[config.mk]
export PLATFORM = sky130hd
export DESIGN_NAME = switch_status_control_regs
export DESIGN_NICKNAME = d
export VERILOG_FILES = /design/src/include/switch_regs_pkg.sv /design/src/hdl/switch_status_control_regs.sv /design/src/hdl/strap_capture.sv /design/src/hdl/fundamental_reset_pulse.sv
export VERILOG_INCLUDE_DIRS = /design/src /design/src/include
export SDC_FILE = /design/constraint.sdc
export NUM_CORES = 1
export LEC_CHECK = 0
export CAP_MARGIN = 5
export CORE_MARGIN = 3
export CORE_UTILIZATION = 60
export DETAILED_ROUTE_END_ITERATION = 7
export DONT_BUFFER_PORTS = 1
export GPL_TIMING_DRIVEN = 0
export PLACE_DENSITY = 0.75
export SETUP_SLACK_MARGIN = 0.5
export SYNTH_ARGS = -nofsm -noshare
export SYNTH_HDL_FRONTEND = slang
export SYNTH_SLANG_ARGS = --single-unit
[constraint.sdc]
create_clock -name pclk -period 4.3 [get_ports pclk]
set_input_delay 1.29 -clock pclk [delete_from_list [all_inputs] [get_ports pclk]]
set_output_delay 1.29 -clock pclk [all_outputs]
set_load 0.005 [all_outputs]
[src/include/switch_regs_params.svh]
`ifndef SWITCH_REGS_PARAMS_SVH
`define SWITCH_REGS_PARAMS_SVH

// register byte offsets
`define SW_STATUS_OFFSET 12'h328
`define SW_CONTROL_OFFSET 12'h32c
`define SW_ADDR_WIDTH 12

// switch_status field positions
`define MODE_LSB 0
`define MODE_MSB 2
`define CCLK_DS_BIT 5
`define CCLK_US_BIT 6
`define SMBUS_SLOW_BIT 7
`define REFCLK_MODE_BIT 8
`define RESET_HALT_BIT 9
`define LOCK_LSB 20
`define LOCK_MSB 22
`define MARKER_LSB 28
`define MARKER_MSB 31

// switch_control field positions
`define FUNDAMENTAL_RESET_TRIGGER_BIT 0
`define UNLOCK_BIT 3

// reset values
`define LOCK_RESET 3'h0
`define MARKER_RESET 4'h0
`define UNLOCK_RESET 1'h0
`define STRAP_RESET 8'h00
`define DATA_ZERO 32'h0000_0000

// strap bundle layout: {halt, refclk, smbus, cclk_us, cclk_ds, mode[2:0]}
`define STRAP_WIDTH 8

// length of the fundamental reset request pulse, in pclk cycles
`define FUNDAMENTAL_RESET_TRIGGER_PULSE_CYCLES 16

`endif

[src/include/switch_regs_pkg.sv]
`default_nettype none
package switch_regs_pkg;
  typedef enum logic [2:0] {
    MODE_NORMAL = 3'h0,
    MODE_NORMAL_EEPROM = 3'h1
  } operating_mode_type;

  typedef enum logic [1:0] {
    PULSE_IDLE = 2'b01,
    PULSE_ACTIVE = 2'b10
  } pulse_state_type;

  typedef logic [2:0] lock_state_type;
  typedef logic [3:0] marker_type;
endpackage
`default_nettype wire

[src/hdl/switch_status_control_regs.sv]
// Behaviour
// - The status register shows a read-only 3-bit operating mode from pins: 0 normal, 1 with EEPROM load, rest reserved.
// - Status bit 5 reads the downstream common-clock strap caught at the last fundamental reset.
// - Status bit 6 reads the upstream common-clock strap caught at the last fundamental reset.
// - Status bit 7 reads the master SMBus slow-mode strap caught at fundamental reset, read-only.
// - Status bit 8 reads the reference clock mode strap caught at fundamental reset, read-only.
// - Status bit 9 reads the reset-halt strap caught at fundamental reset, read-only.
// - Status bits 22:20 report the upstream lock state read-only, reset to zero.
// - The 4-bit marker in bits 31:28 resets to zero and is kept unchanged across hot reset.
// - Writing one to control bit 0 starts a fundamental reset.
// - Writing zero to control bit 0 does nothing and the bit always reads zero.
// - The marker accepts writes only while the register unlock bit is set, else it is read-only.
`include "switch_regs_params.svh"
`default_nettype none
module switch_status_control_regs #(
  parameter int ADDR_WIDTH = `SW_ADDR_WIDTH,
  parameter int FUNDAMENTAL_RESET_TRIGGER_CYCLES = `FUNDAMENTAL_RESET_TRIGGER_PULSE_CYCLES
) (
  input wire logic pclk, // core clock
  input wire logic presetn, // fundamental reset, active low
  input wire logic psel, // apb select
  input wire logic penable, // apb access phase
  input wire logic pwrite, // apb direction, high for write
  input wire logic [ADDR_WIDTH-1:0] paddr, // apb byte address
  input wire logic [31:0] pwdata, // apb write data
  output logic [31:0] prdata, // apb read data
  output logic pready, // apb ready
  output logic pslverr, // apb error on unmapped address
  input wire logic [2:0] operating_mode_straps, // mode pins
  input wire logic common_clock_downstream, // downstream common clock strap
  input wire logic common_clock_upstream, // upstream common clock strap
  input wire logic master_smbus_slow_select, // master smbus slow strap
  input wire logic reference_clock_mode, // reference clock mode strap
  input wire logic reset_halt_strap, // reset halt strap
  input wire switch_regs_pkg::lock_state_type upstream_lock_state, // live lock state
  input wire logic hot_reset, // hot reset in progress, active high
  output logic fundamental_reset_trigger, // fundamental reset request pulse
  output switch_regs_pkg::operating_mode_type operating_mode, // captured mode
  output logic reset_halt_active // captured reset halt strap
);
  import switch_regs_pkg::*;

  localparam logic [ADDR_WIDTH-1:0] STATUS_ADDR = ADDR_WIDTH'(`SW_STATUS_OFFSET);
  localparam logic [ADDR_WIDTH-1:0] CONTROL_ADDR = ADDR_WIDTH'(`SW_CONTROL_OFFSET);

  logic [`STRAP_WIDTH-1:0] strap_bundle;
  logic [`STRAP_WIDTH-1:0] strap_q;
  logic strap_valid;
  lock_state_type lock_q;
  marker_type marker_q;
  logic unlock_q;
  logic fundamental_reset_trigger_start_q;
  logic fund_request;
  logic setup;
  logic access_done;
  logic wr_done;
  logic hit_status;
  logic hit_control;
  logic [31:0] status_word;
  logic [31:0] control_word;
  logic [31:0] read_mux;

  assign strap_bundle = {reset_halt_strap, reference_clock_mode, master_smbus_slow_select,
                         common_clock_upstream, common_clock_downstream, operating_mode_straps};

  strap_capture #(
    .WIDTH(`STRAP_WIDTH)
  ) u_strap_capture (
    .pclk(pclk),
    .presetn(presetn),
    .straps(strap_bundle),
    .captured(strap_q),
    .captured_valid(strap_valid)
  );

  fundamental_reset_pulse #(
    .CYCLES(FUNDAMENTAL_RESET_TRIGGER_CYCLES)
  ) u_fundamental_reset_pulse (
    .pclk(pclk),
    .presetn(presetn),
    .start(fundamental_reset_trigger_start_q),
    .request(fund_request)
  );

  assign setup = psel && !penable;
  assign access_done = psel && penable && pready;
  assign wr_done = access_done && pwrite;
  assign hit_status = paddr == STATUS_ADDR;
  assign hit_control = paddr == CONTROL_ADDR;

  // status word assembly; reserved bits read zero
  always_comb begin
    status_word = `DATA_ZERO;
    status_word[`MODE_MSB:`MODE_LSB] = strap_q[2:0];
    status_word[`CCLK_DS_BIT] = strap_q[3];
    status_word[`CCLK_US_BIT] = strap_q[4];
    status_word[`SMBUS_SLOW_BIT] = strap_q[5];
    status_word[`REFCLK_MODE_BIT] = strap_q[6];
    status_word[`RESET_HALT_BIT] = strap_q[7];
    status_word[`LOCK_MSB:`LOCK_LSB] = lock_q;
    status_word[`MARKER_MSB:`MARKER_LSB] = marker_q;
  end

  // trigger bit is never stored, so it reads zero
  always_comb begin
    control_word = `DATA_ZERO;
    control_word[`FUNDAMENTAL_RESET_TRIGGER_BIT] = 1'b0;
    control_word[`UNLOCK_BIT] = unlock_q;
  end

  always_comb begin
    if (hit_status) begin
      read_mux = status_word;
    end else if (hit_control) begin
      read_mux = control_word;
    end else begin
      read_mux = `DATA_ZERO;
    end
  end

  // answer is prepared in the setup cycle so the first access cycle completes
  always_ff @(posedge pclk or negedge presetn) begin
    if (!presetn) begin
      pready <= 1'b0;
      pslverr <= 1'b0;
      prdata <= `DATA_ZERO;
    end else if (setup) begin
      pready <= 1'b1;
      pslverr <= !(hit_status || hit_control);
      prdata <= pwrite ? `DATA_ZERO : read_mux;
    end else if (access_done) begin
      pready <= 1'b0;
      pslverr <= 1'b0;
      prdata <= `DATA_ZERO;
    end
  end

  // lock state follows the switch, cleared while hot reset is active
  always_ff @(posedge pclk or negedge presetn) begin
    if (!presetn) begin
      lock_q <= `LOCK_RESET;
    end else if (hot_reset) begin
      lock_q <= `LOCK_RESET;
    end else begin
      lock_q <= upstream_lock_state;
    end
  end

  // marker is untouched by hot reset and only writable when unlocked
  always_ff @(posedge pclk or negedge presetn) begin
    if (!presetn) begin
      marker_q <= `MARKER_RESET;
    end else if (wr_done && hit_status && unlock_q) begin
      marker_q <= pwdata[`MARKER_MSB:`MARKER_LSB];
    end
  end

  always_ff @(posedge pclk or negedge presetn) begin
    if (!presetn) begin
      unlock_q <= `UNLOCK_RESET;
    end else if (wr_done && hit_control) begin
      unlock_q <= pwdata[`UNLOCK_BIT];
    end
  end

  // a written one fires a single start; a written zero has no effect
  always_ff @(posedge pclk or negedge presetn) begin
    if (!presetn) begin
      fundamental_reset_trigger_start_q <= 1'b0;
    end else begin
      fundamental_reset_trigger_start_q <= wr_done && hit_control && pwdata[`FUNDAMENTAL_RESET_TRIGGER_BIT];
    end
  end

  always_ff @(posedge pclk or negedge presetn) begin
    if (!presetn) begin
      fundamental_reset_trigger <= 1'b0;
      operating_mode <= MODE_NORMAL;
      reset_halt_active <= 1'b0;
    end else begin
      fundamental_reset_trigger <= fund_request;
      operating_mode <= operating_mode_type'(strap_q[2:0]);
      reset_halt_active <= strap_q[7];
    end
  end

  logic rd_status;
  logic rd_control;
  assign rd_status = access_done && !pwrite && hit_status;
  assign rd_control = access_done && !pwrite && hit_control;

  property p_mode_read;
    @(posedge pclk) disable iff (!presetn)
    rd_status |-> prdata[`MODE_MSB:`MODE_LSB] == strap_q[2:0];
  endproperty
  a_mode_read: assert property (p_mode_read) else $error("mode field mismatch");

  property p_mode_out;
    @(posedge pclk) disable iff (!presetn)
    strap_valid ##1 strap_valid |-> operating_mode == $past(strap_q[2:0]);
  endproperty
  a_mode_out: assert property (p_mode_out) else $error("mode output mismatch");

  property p_cclk_ds;
    @(posedge pclk) disable iff (!presetn)
    rd_status |-> prdata[`CCLK_DS_BIT] == strap_q[3];
  endproperty
  a_cclk_ds: assert property (p_cclk_ds) else $error("downstream clock bit mismatch");

  property p_cclk_us;
    @(posedge pclk) disable iff (!presetn)
    rd_status |-> prdata[`CCLK_US_BIT] == strap_q[4];
  endproperty
  a_cclk_us: assert property (p_cclk_us) else $error("upstream clock bit mismatch");

  property p_smbus;
    @(posedge pclk) disable iff (!presetn)
    rd_status |-> prdata[`SMBUS_SLOW_BIT] == strap_q[5];
  endproperty
  a_smbus: assert property (p_smbus) else $error("smbus slow bit mismatch");

  property p_refclk;
    @(posedge pclk) disable iff (!presetn)
    rd_status |-> prdata[`REFCLK_MODE_BIT] == strap_q[6];
  endproperty
  a_refclk: assert property (p_refclk) else $error("refclk mode bit mismatch");

  property p_halt;
    @(posedge pclk) disable iff (!presetn)
    rd_status |-> prdata[`RESET_HALT_BIT] == strap_q[7];
  endproperty
  a_halt: assert property (p_halt) else $error("reset halt bit mismatch");

  property p_lock_hot;
    @(posedge pclk) disable iff (!presetn)
    hot_reset |=> lock_q == `LOCK_RESET;
  endproperty
  a_lock_hot: assert property (p_lock_hot) else $error("lock not cleared by hot reset");

  property p_lock_follow;
    @(posedge pclk) disable iff (!presetn)
    !hot_reset |=> lock_q == $past(upstream_lock_state);
  endproperty
  a_lock_follow: assert property (p_lock_follow) else $error("lock does not follow");

  property p_marker_hot;
    @(posedge pclk) disable iff (!presetn)
    hot_reset && !(wr_done && hit_status) |=> $stable(marker_q);
  endproperty
  a_marker_hot: assert property (p_marker_hot) else $error("marker changed in hot reset");

  property p_fundamental_reset_trigger_start;
    @(posedge pclk) disable iff (!presetn)
    wr_done && hit_control && pwdata[`FUNDAMENTAL_RESET_TRIGGER_BIT] && !fund_request
      |-> ##[2:3] fundamental_reset_trigger;
  endproperty
  a_fundamental_reset_trigger_start: assert property (p_fundamental_reset_trigger_start) else $error("reset request not raised");

  property p_fundamental_reset_trigger_zero;
    @(posedge pclk) disable iff (!presetn)
    wr_done && hit_control && !pwdata[`FUNDAMENTAL_RESET_TRIGGER_BIT] |=> !fundamental_reset_trigger_start_q;
  endproperty
  a_fundamental_reset_trigger_zero: assert property (p_fundamental_reset_trigger_zero) else $error("zero write started a reset");

  property p_fundamental_reset_trigger_read;
    @(posedge pclk) disable iff (!presetn)
    rd_control |-> !prdata[`FUNDAMENTAL_RESET_TRIGGER_BIT];
  endproperty
  a_fundamental_reset_trigger_read: assert property (p_fundamental_reset_trigger_read) else $error("trigger bit read as one");

  property p_marker_locked;
    @(posedge pclk) disable iff (!presetn)
    !unlock_q |=> $stable(marker_q);
  endproperty
  a_marker_locked: assert property (p_marker_locked) else $error("marker written when locked");

  property p_marker_write;
    @(posedge pclk) disable iff (!presetn)
    wr_done && hit_status && unlock_q |=> marker_q == $past(pwdata[`MARKER_MSB:`MARKER_LSB]);
  endproperty
  a_marker_write: assert property (p_marker_write) else $error("marker write lost");

  property p_strap_hold;
    @(posedge pclk) disable iff (!presetn)
    strap_valid |=> $stable(strap_q) && strap_valid;
  endproperty
  a_strap_hold: assert property (p_strap_hold) else $error("captured straps changed");

  property p_strap_capture;
    @(posedge pclk) disable iff (!presetn)
    !strap_valid |=> strap_valid && strap_q == $past(strap_bundle);
  endproperty
  a_strap_capture: assert property (p_strap_capture) else $error("straps not captured");
endmodule
`default_nettype wire

[src/hdl/strap_capture.sv]
`include "switch_regs_params.svh"
`default_nettype none
module strap_capture #(
  parameter int WIDTH = `STRAP_WIDTH
) (
  input wire logic pclk, // core clock
  input wire logic presetn, // fundamental reset, active low
  input wire logic [WIDTH-1:0] straps, // live strap pins
  output logic [WIDTH-1:0] captured, // strap values frozen at release
  output logic captured_valid // high once the capture has happened
);
  import switch_regs_pkg::*;

  // flops take only constants under reset; the pins are sampled at the first edge after release
  always_ff @(posedge pclk or negedge presetn) begin
    if (!presetn) begin
      captured <= WIDTH'(`STRAP_RESET);
      captured_valid <= 1'b0;
    end else if (!captured_valid) begin
      captured <= straps;
      captured_valid <= 1'b1;
    end
  end
endmodule
`default_nettype wire

[src/hdl/fundamental_reset_pulse.sv]
`include "switch_regs_params.svh"
`default_nettype none
module fundamental_reset_pulse #(
  parameter int CYCLES = `FUNDAMENTAL_RESET_TRIGGER_PULSE_CYCLES
) (
  input wire logic pclk, // core clock
  input wire logic presetn, // fundamental reset, active low
  input wire logic start, // one-cycle trigger
  output logic request // fundamental reset request, high for CYCLES cycles
);
  import switch_regs_pkg::*;

  localparam int CW = $clog2(CYCLES + 1);
  localparam logic [CW-1:0] LAST = CW'(CYCLES - 1);

  pulse_state_type state_q;
  logic [CW-1:0] count_q;

  always_ff @(posedge pclk or negedge presetn) begin
    if (!presetn) begin
      state_q <= PULSE_IDLE;
      count_q <= '0;
      request <= 1'b0;
    end else begin
      case (state_q)
        PULSE_IDLE: begin
          if (start) begin
            state_q <= PULSE_ACTIVE;
            count_q <= '0;
            request <= 1'b1;
          end
        end
        PULSE_ACTIVE: begin
          if (count_q == LAST) begin
            state_q <= PULSE_IDLE;
            request <= 1'b0;
          end else begin
            count_q <= count_q + CW'(1);
          end
        end
        default: begin
          state_q <= PULSE_IDLE;
          request <= 1'b0;
        end
      endcase
    end
  end
endmodule
`default_nettype wire

Yosys cells after proc, flatten, opt, wreduce, memory -nomap -nowiden
Cells that the tools add are included.
{"block": "op_classes", "addsub": 1, "mul": 0, "n_div": 0, "order_cmp": 0, "eq_ne": 8, "n_shift": 0, "mux": 18, "bitwise": 0, "n_reduce_logical": 15}
{"op": "32-bit 2-to-1 mux", "count": 4}
{"op": "12-bit by 10-bit == test with 1-bit output, second input constant", "count": 2}
{"op": "5-bit 2-to-1 mux", "count": 2}
{"op": "5-bit one-hot mux with 2 select lines", "count": 1}
{"op": "1-bit logical AND", "count": 8}
{"op": "5-bit by 1-bit adder with 5-bit output, second input constant", "count": 1}
{"op": "5-bit by 4-bit == test with 1-bit output, second input constant", "count": 1}
{"op": "1-bit 2-to-1 mux", "count": 5}
{"op": "2-bit 2-to-1 mux", "count": 2}
{"op": "4-bit 2-to-1 mux", "count": 1}
{"op": "2-bit inequality test, second input constant", "count": 2}
{"op": "2-bit one-hot mux with 2 select lines", "count": 1}
{"op": "2-bit nonzero test", "count": 2}
{"op": "3-bit 2-to-1 mux", "count": 1}
{"op": "3-bit AND reduction", "count": 1}
{"op": "2-bit by 1-bit == test with 1-bit output, second input constant", "count": 1}
{"op": "2-bit == test, second input constant", "count": 1}
{"op": "1-bit logical NOT", "count": 2}
{"op": "2-bit by 1-bit inequality test with 1-bit output, second input constant", "count": 1}
{"op": "1-bit one-hot mux with 2 select lines", "count": 1}
{"op": "2-bit AND reduction", "count": 1}
{"op": "1-bit logical OR", "count": 1}
{"block": "word_totals", "reg_bits": 65, "latch_bits": 0, "ramBits": 0, "mem_bits_ro": 0, "out_inout_bits": 39, "n_memories": 0}

Depth between registers and ports, before layout
{"block": "logic_depth", "depth_word": 5, "ltp_mapped": 7, "ltp_nobuf": 7}

Hierarchy
Synthesis repeated with hierarchy kept, for this count alone.
{"block": "hier_totals", "hier_cells": 144, "area_unflattened_um2": 2020.7}
{"module": "switch_status_control_regs", "instances": 1, "cells_each": 94, "area_per_inst_um2": 1321.3}
{"module": "strap_capture", "instances": 1, "cells_each": 19, "area_per_inst_um2": 360.3}
{"module": "fundamental_reset_pulse", "instances": 1, "cells_each": 31, "area_per_inst_um2": 339.1}

Worst setup path after synthesis
No wires, ideal clock.
{"block": "synth_path", "path_type": "input-to-reg", "start": "in paddr[6]", "end": "reg marker_q[0]", "setup_ns": 0.125, "arrival_time_ns": 2.306, "slack_ns": 1.869, "stages": 4, "path_buffers": 0, "cell_sequence": "nor4b_4 > nand3_1 > nor2_1 > mux2_2"}
{"block": "synth_via", "elab_chain_cells": 3}
{"element": "start: declaration", "line": "switch_status_control_regs.sv:24", "rtl": "input wire logic [ADDR_WIDTH-1:0] paddr,"}
{"element": "12-bit by 10-bit == test with 1-bit output", "line": "switch_status_control_regs.sv:88", "rtl": "assign hit_status = paddr == STATUS_ADDR;"}
{"element": "1-bit logical AND (2 in series)", "line": "switch_status_control_regs.sv:153", "rtl": "end else if (wr_done && hit_status && unlock_q) begin"}
{"element": "end signal: assignment", "line": "switch_status_control_regs.sv:152", "rtl": "marker_q <= `MARKER_RESET;"}
{"element": "end signal: assignment", "line": "switch_status_control_regs.sv:154", "rtl": "marker_q <= pwdata[`MARKER_MSB:`MARKER_LSB];"}
{"element": "end: declaration", "line": "switch_status_control_regs.sv:50", "rtl": "marker_type marker_q;"}
No other way between the ends.
A chain may end at the register's enable or synchronous reset.

Worst setup path after layout
{"block": "layout_path", "start": "in paddr[6]", "end": "reg marker_q[3]"}
The elaborated chain is that of the path after synthesis.

==> impl_metrics.json <==
{
  "min_path_type": "reg -> reg",
  "worstMarginPinSlew_ps": 598.2,
  "max_stage_delay_ps": 380,
  "placed_cells": 208,
  "drt_first_pass_iters": 4,
  "grtUsageTotal": 0.1926,
  "gp_congestion": 0.7028,
  "met3_length_um": 276,
  "clkLatencyLatePin_ps": 360,
  "cp_cell_sequence": "nor4b_4 > nand3_1 > nor2_1 > mux2_2",
  "dpl.hpwl_um": 2748,
  "cp.buffers_inverters": 0,
  "grt_pass1_vias": 1291,
  "root_buffer": "clkbuf_4",
  "drc": 0,
  "netlist_area_mm2": 0.002009,
  "ys_warn_count": 0,
  "nNetsFinal": 234,
  "drt-total-wl_um": 3611,
  "outcome": "complete, no violations",
  "cts_setup_buffers": 0,
  "drt_iter0_drc": 51,
  "min_period_ps": 2175,
  "rsz0062_at_grt": "no",
  "gr-total-overflow": 0,
  "setup_viol": 0,
  "cts_resized": 0,
  "synth_seq_cells": 48,
  "cts_sinks": 48,
  "postCtsHoldBufs": 0,
  "cp-start-kind": "input pin",
  "place_ws_ps": 1714,
  "vias": 1195,
  "layout-drive-gt1-share": 0.3488,
  "finalPower_w": 0.0007709,
  "num_antenna_cells": 0,
  "hold_viol": 0,
  "synth.distinct_cells": 33,
  "end_kind": "flip-flop",
  "cpLargestDelayFamily": "simple AND/OR/NAND/NOR gates",
  "ios": 100,
  "die_h_um": 63.87,
  "setup_slack_ps": 2125,
  "critPathKind": "in -> reg",
  "routedWlPerCell_um": 16.72,
  "cp_slowest_cell": "mux2_2",
  "synth_area_per_cell_um2": 13.49,
  "netlist_instances": 149,
  "critical_path_arrival_ps": 2430,
  "fmax_mhz": 459.8,
  "instances_no_fill": 216,
  "cp_max_fo": 4,
  "r2r-start": "u_fundamental_reset_pulse.count_q[0]",
  "synthArstFlopShare": 1.000,
  "cp_data_required_time_ps": 4560,
  "cts.clk_slew.worst_paths_ps": 130,
  "ant_nets": 0,
  "wl_met1_um": 1452,
  "die_area_mm2": 0.004079,
  "syn_to_final_growth_pct": 9.340,
  "worstHoldStart": "u_strap_capture.captured[2]",
  "yosysTopAreaCell": "dfrtp_1",
  "netlist.area_leader.share": 0.5853,
  "io_buffers": 0,
  "grt_pass1_wl_um": 6003,
  "synth-main-ff-cell": "dfrtp_1",
  "p_per_area_mw_per_mm2": 350.9,
  "synthTopCellsByArea": "dfrtp_1, a22o_2, mux2_2",
  "slew_violations": 0,
  "setup_tns_ps": 0,
  "min_period_over_period": 0.5057,
  "clock_path_buffers": 2,
  "start_util": 0.6424,
  "grt_max_degree": 49,
  "synth_edf_count": 0,
  "vdd_drop_max_v": 0.0002302,
  "crit_start": "paddr[6]",
  "fin_worst_skew_ps": 7.181,
  "rows": 20,
  "drv_cap": 0,
  "drt-vias-per-instance": 5.532,
  "slew_headroom": 0.5985,
  "ys_seq_area_frac": 0.5984,
  "cts_tree": "built",
  "power_leakage_nw": 1.065,
  "postPlaceCellArea_mm2": 0.002121,
  "route.met2.wl_um": 1794,
  "core-area_mm2": 0.003128,
  "final_area_mm2": 0.002197,
  "h-tree-depth": 2,
  "cts_made_buffers": 5,
  "antenna_found_initial": 0,
  "die_x_um": 63.87,
  "highest_layer": "met4"
}
[layer usage]
| layer | vias up | global-route usage |
|---|---|---|
| met5 | - | 0 |
| li1 | 553 | - |
| met3 | 8 | 0.05624 |
| met2 | 58 | 0.3213 |
| met4 | 0 | 0.09164 |
| met1 | 576 | 0.2275 |
[area by class of cell]
cell class,count,area (um^2)
clock buffer,6,41.29
sequential,48,1202
buffer,20,146.4
tap,44,55.05
multi-input combinational,92,701.9
clock inverter,2,35.03
inverter,4,15.01
fill,233,930.9
[Yosys cell counts, types with 2 or more instances]
library cell,instances
a21oi_1,6
a22o_2,15
a32o_1,2
and3_1,2
and4_1,2
buf_4,17
clkbuf_1,2
conb_1,2
dfrtp_1,47
ha_1,2
inv_1,4
mux2_2,13
nand2_1,5
nand3_1,2
nor2_1,7
nor2b_1,3
o21ai_0,2
[placed cells by master, fill, tap and decap left out, drive strengths merged, types with 3 or more instances in the layout]
master and n:
clkbuf 8, inv 4, nand2 5, a21oi 6, o21ai 3, nor2 7
dfrtp 47, and4 3, mux2 13, nor2b 3, nand3 3, buf 18
a22o 15, conb 17
[stage by stage]
stage,utilization,hold slack (ps)
4_1_cts,0.7024,417.7
2_1_floorplan,-,365.2
3_5_place_dp,0.6780,387.2
6_report,0.7024,411.6
3_3_place_gp,0.6780,379.1
5_1_grt,0.7024,432.9
[state kept, by name, indices dropped and copies added (netlist names)]
register	count
lock_q	3
pready	1
fundamental_reset_trigger_start_q	1
u_fundamental_reset_pulse.count_q	5
operating_mode	3
marker_q	4
u_strap_capture.captured_valid	1
prdata	16
u_strap_capture.captured	8
pslverr	1
u_fundamental_reset_pulse.state_q	2
reset_halt_active	1
fundamental_reset_trigger	1
unlock_q	1
[power breakdown]
| part | internal [W] | switching, W | total (W) |
|---|---|---|---|
| clock network | 0.000122 | 0.000135 | 0.000257 |
| registers | 0.000467 | 0.00000922 | 0.000476 |
| logic | 0.0000216 | 0.0000162 | 0.0000378 |
[cells by family after synthesis]
family          after synthesis  share of synthesized area
other cells                   2                   0.003737
simple gates                 30                     0.1090
buf+inv                      24                    0.08032
fa+ha+maj                     2                    0.01245
mux                          14                    0.07783
flops                        48                     0.5984
compound gates               29                     0.1183
[worst reg2reg max path, stage by stage, from the launching register on]
cell and delay, ps:
dfrtp_1 440, ha_1 240, and3_1 190, ha_1 170, nor2_1 400, nand4_1 180
mux2i_1 170, nor2_1 60
[final timing paths]
| path | to | slack, ps | depth (start not counted) |
|---|---|---|---|
| setup / recovery | marker_q[3] | 2130 | 4 |
| hold / removal | operating_mode[2] | 410 | 0 |
| setup reg to reg | u_fundamental_reset_pulse.count_q[3] | 2360 | 7 |
| hold reg to reg | operating_mode[2] | 410 | 0 |
| max in group asynchronous | u_fundamental_reset_pulse.state_q[0] | 3530 | 0 |
| min in group asynchronous | prdata[21] | 600 | 0 |
No activity file was read; power rests on OpenSTA's default activity.
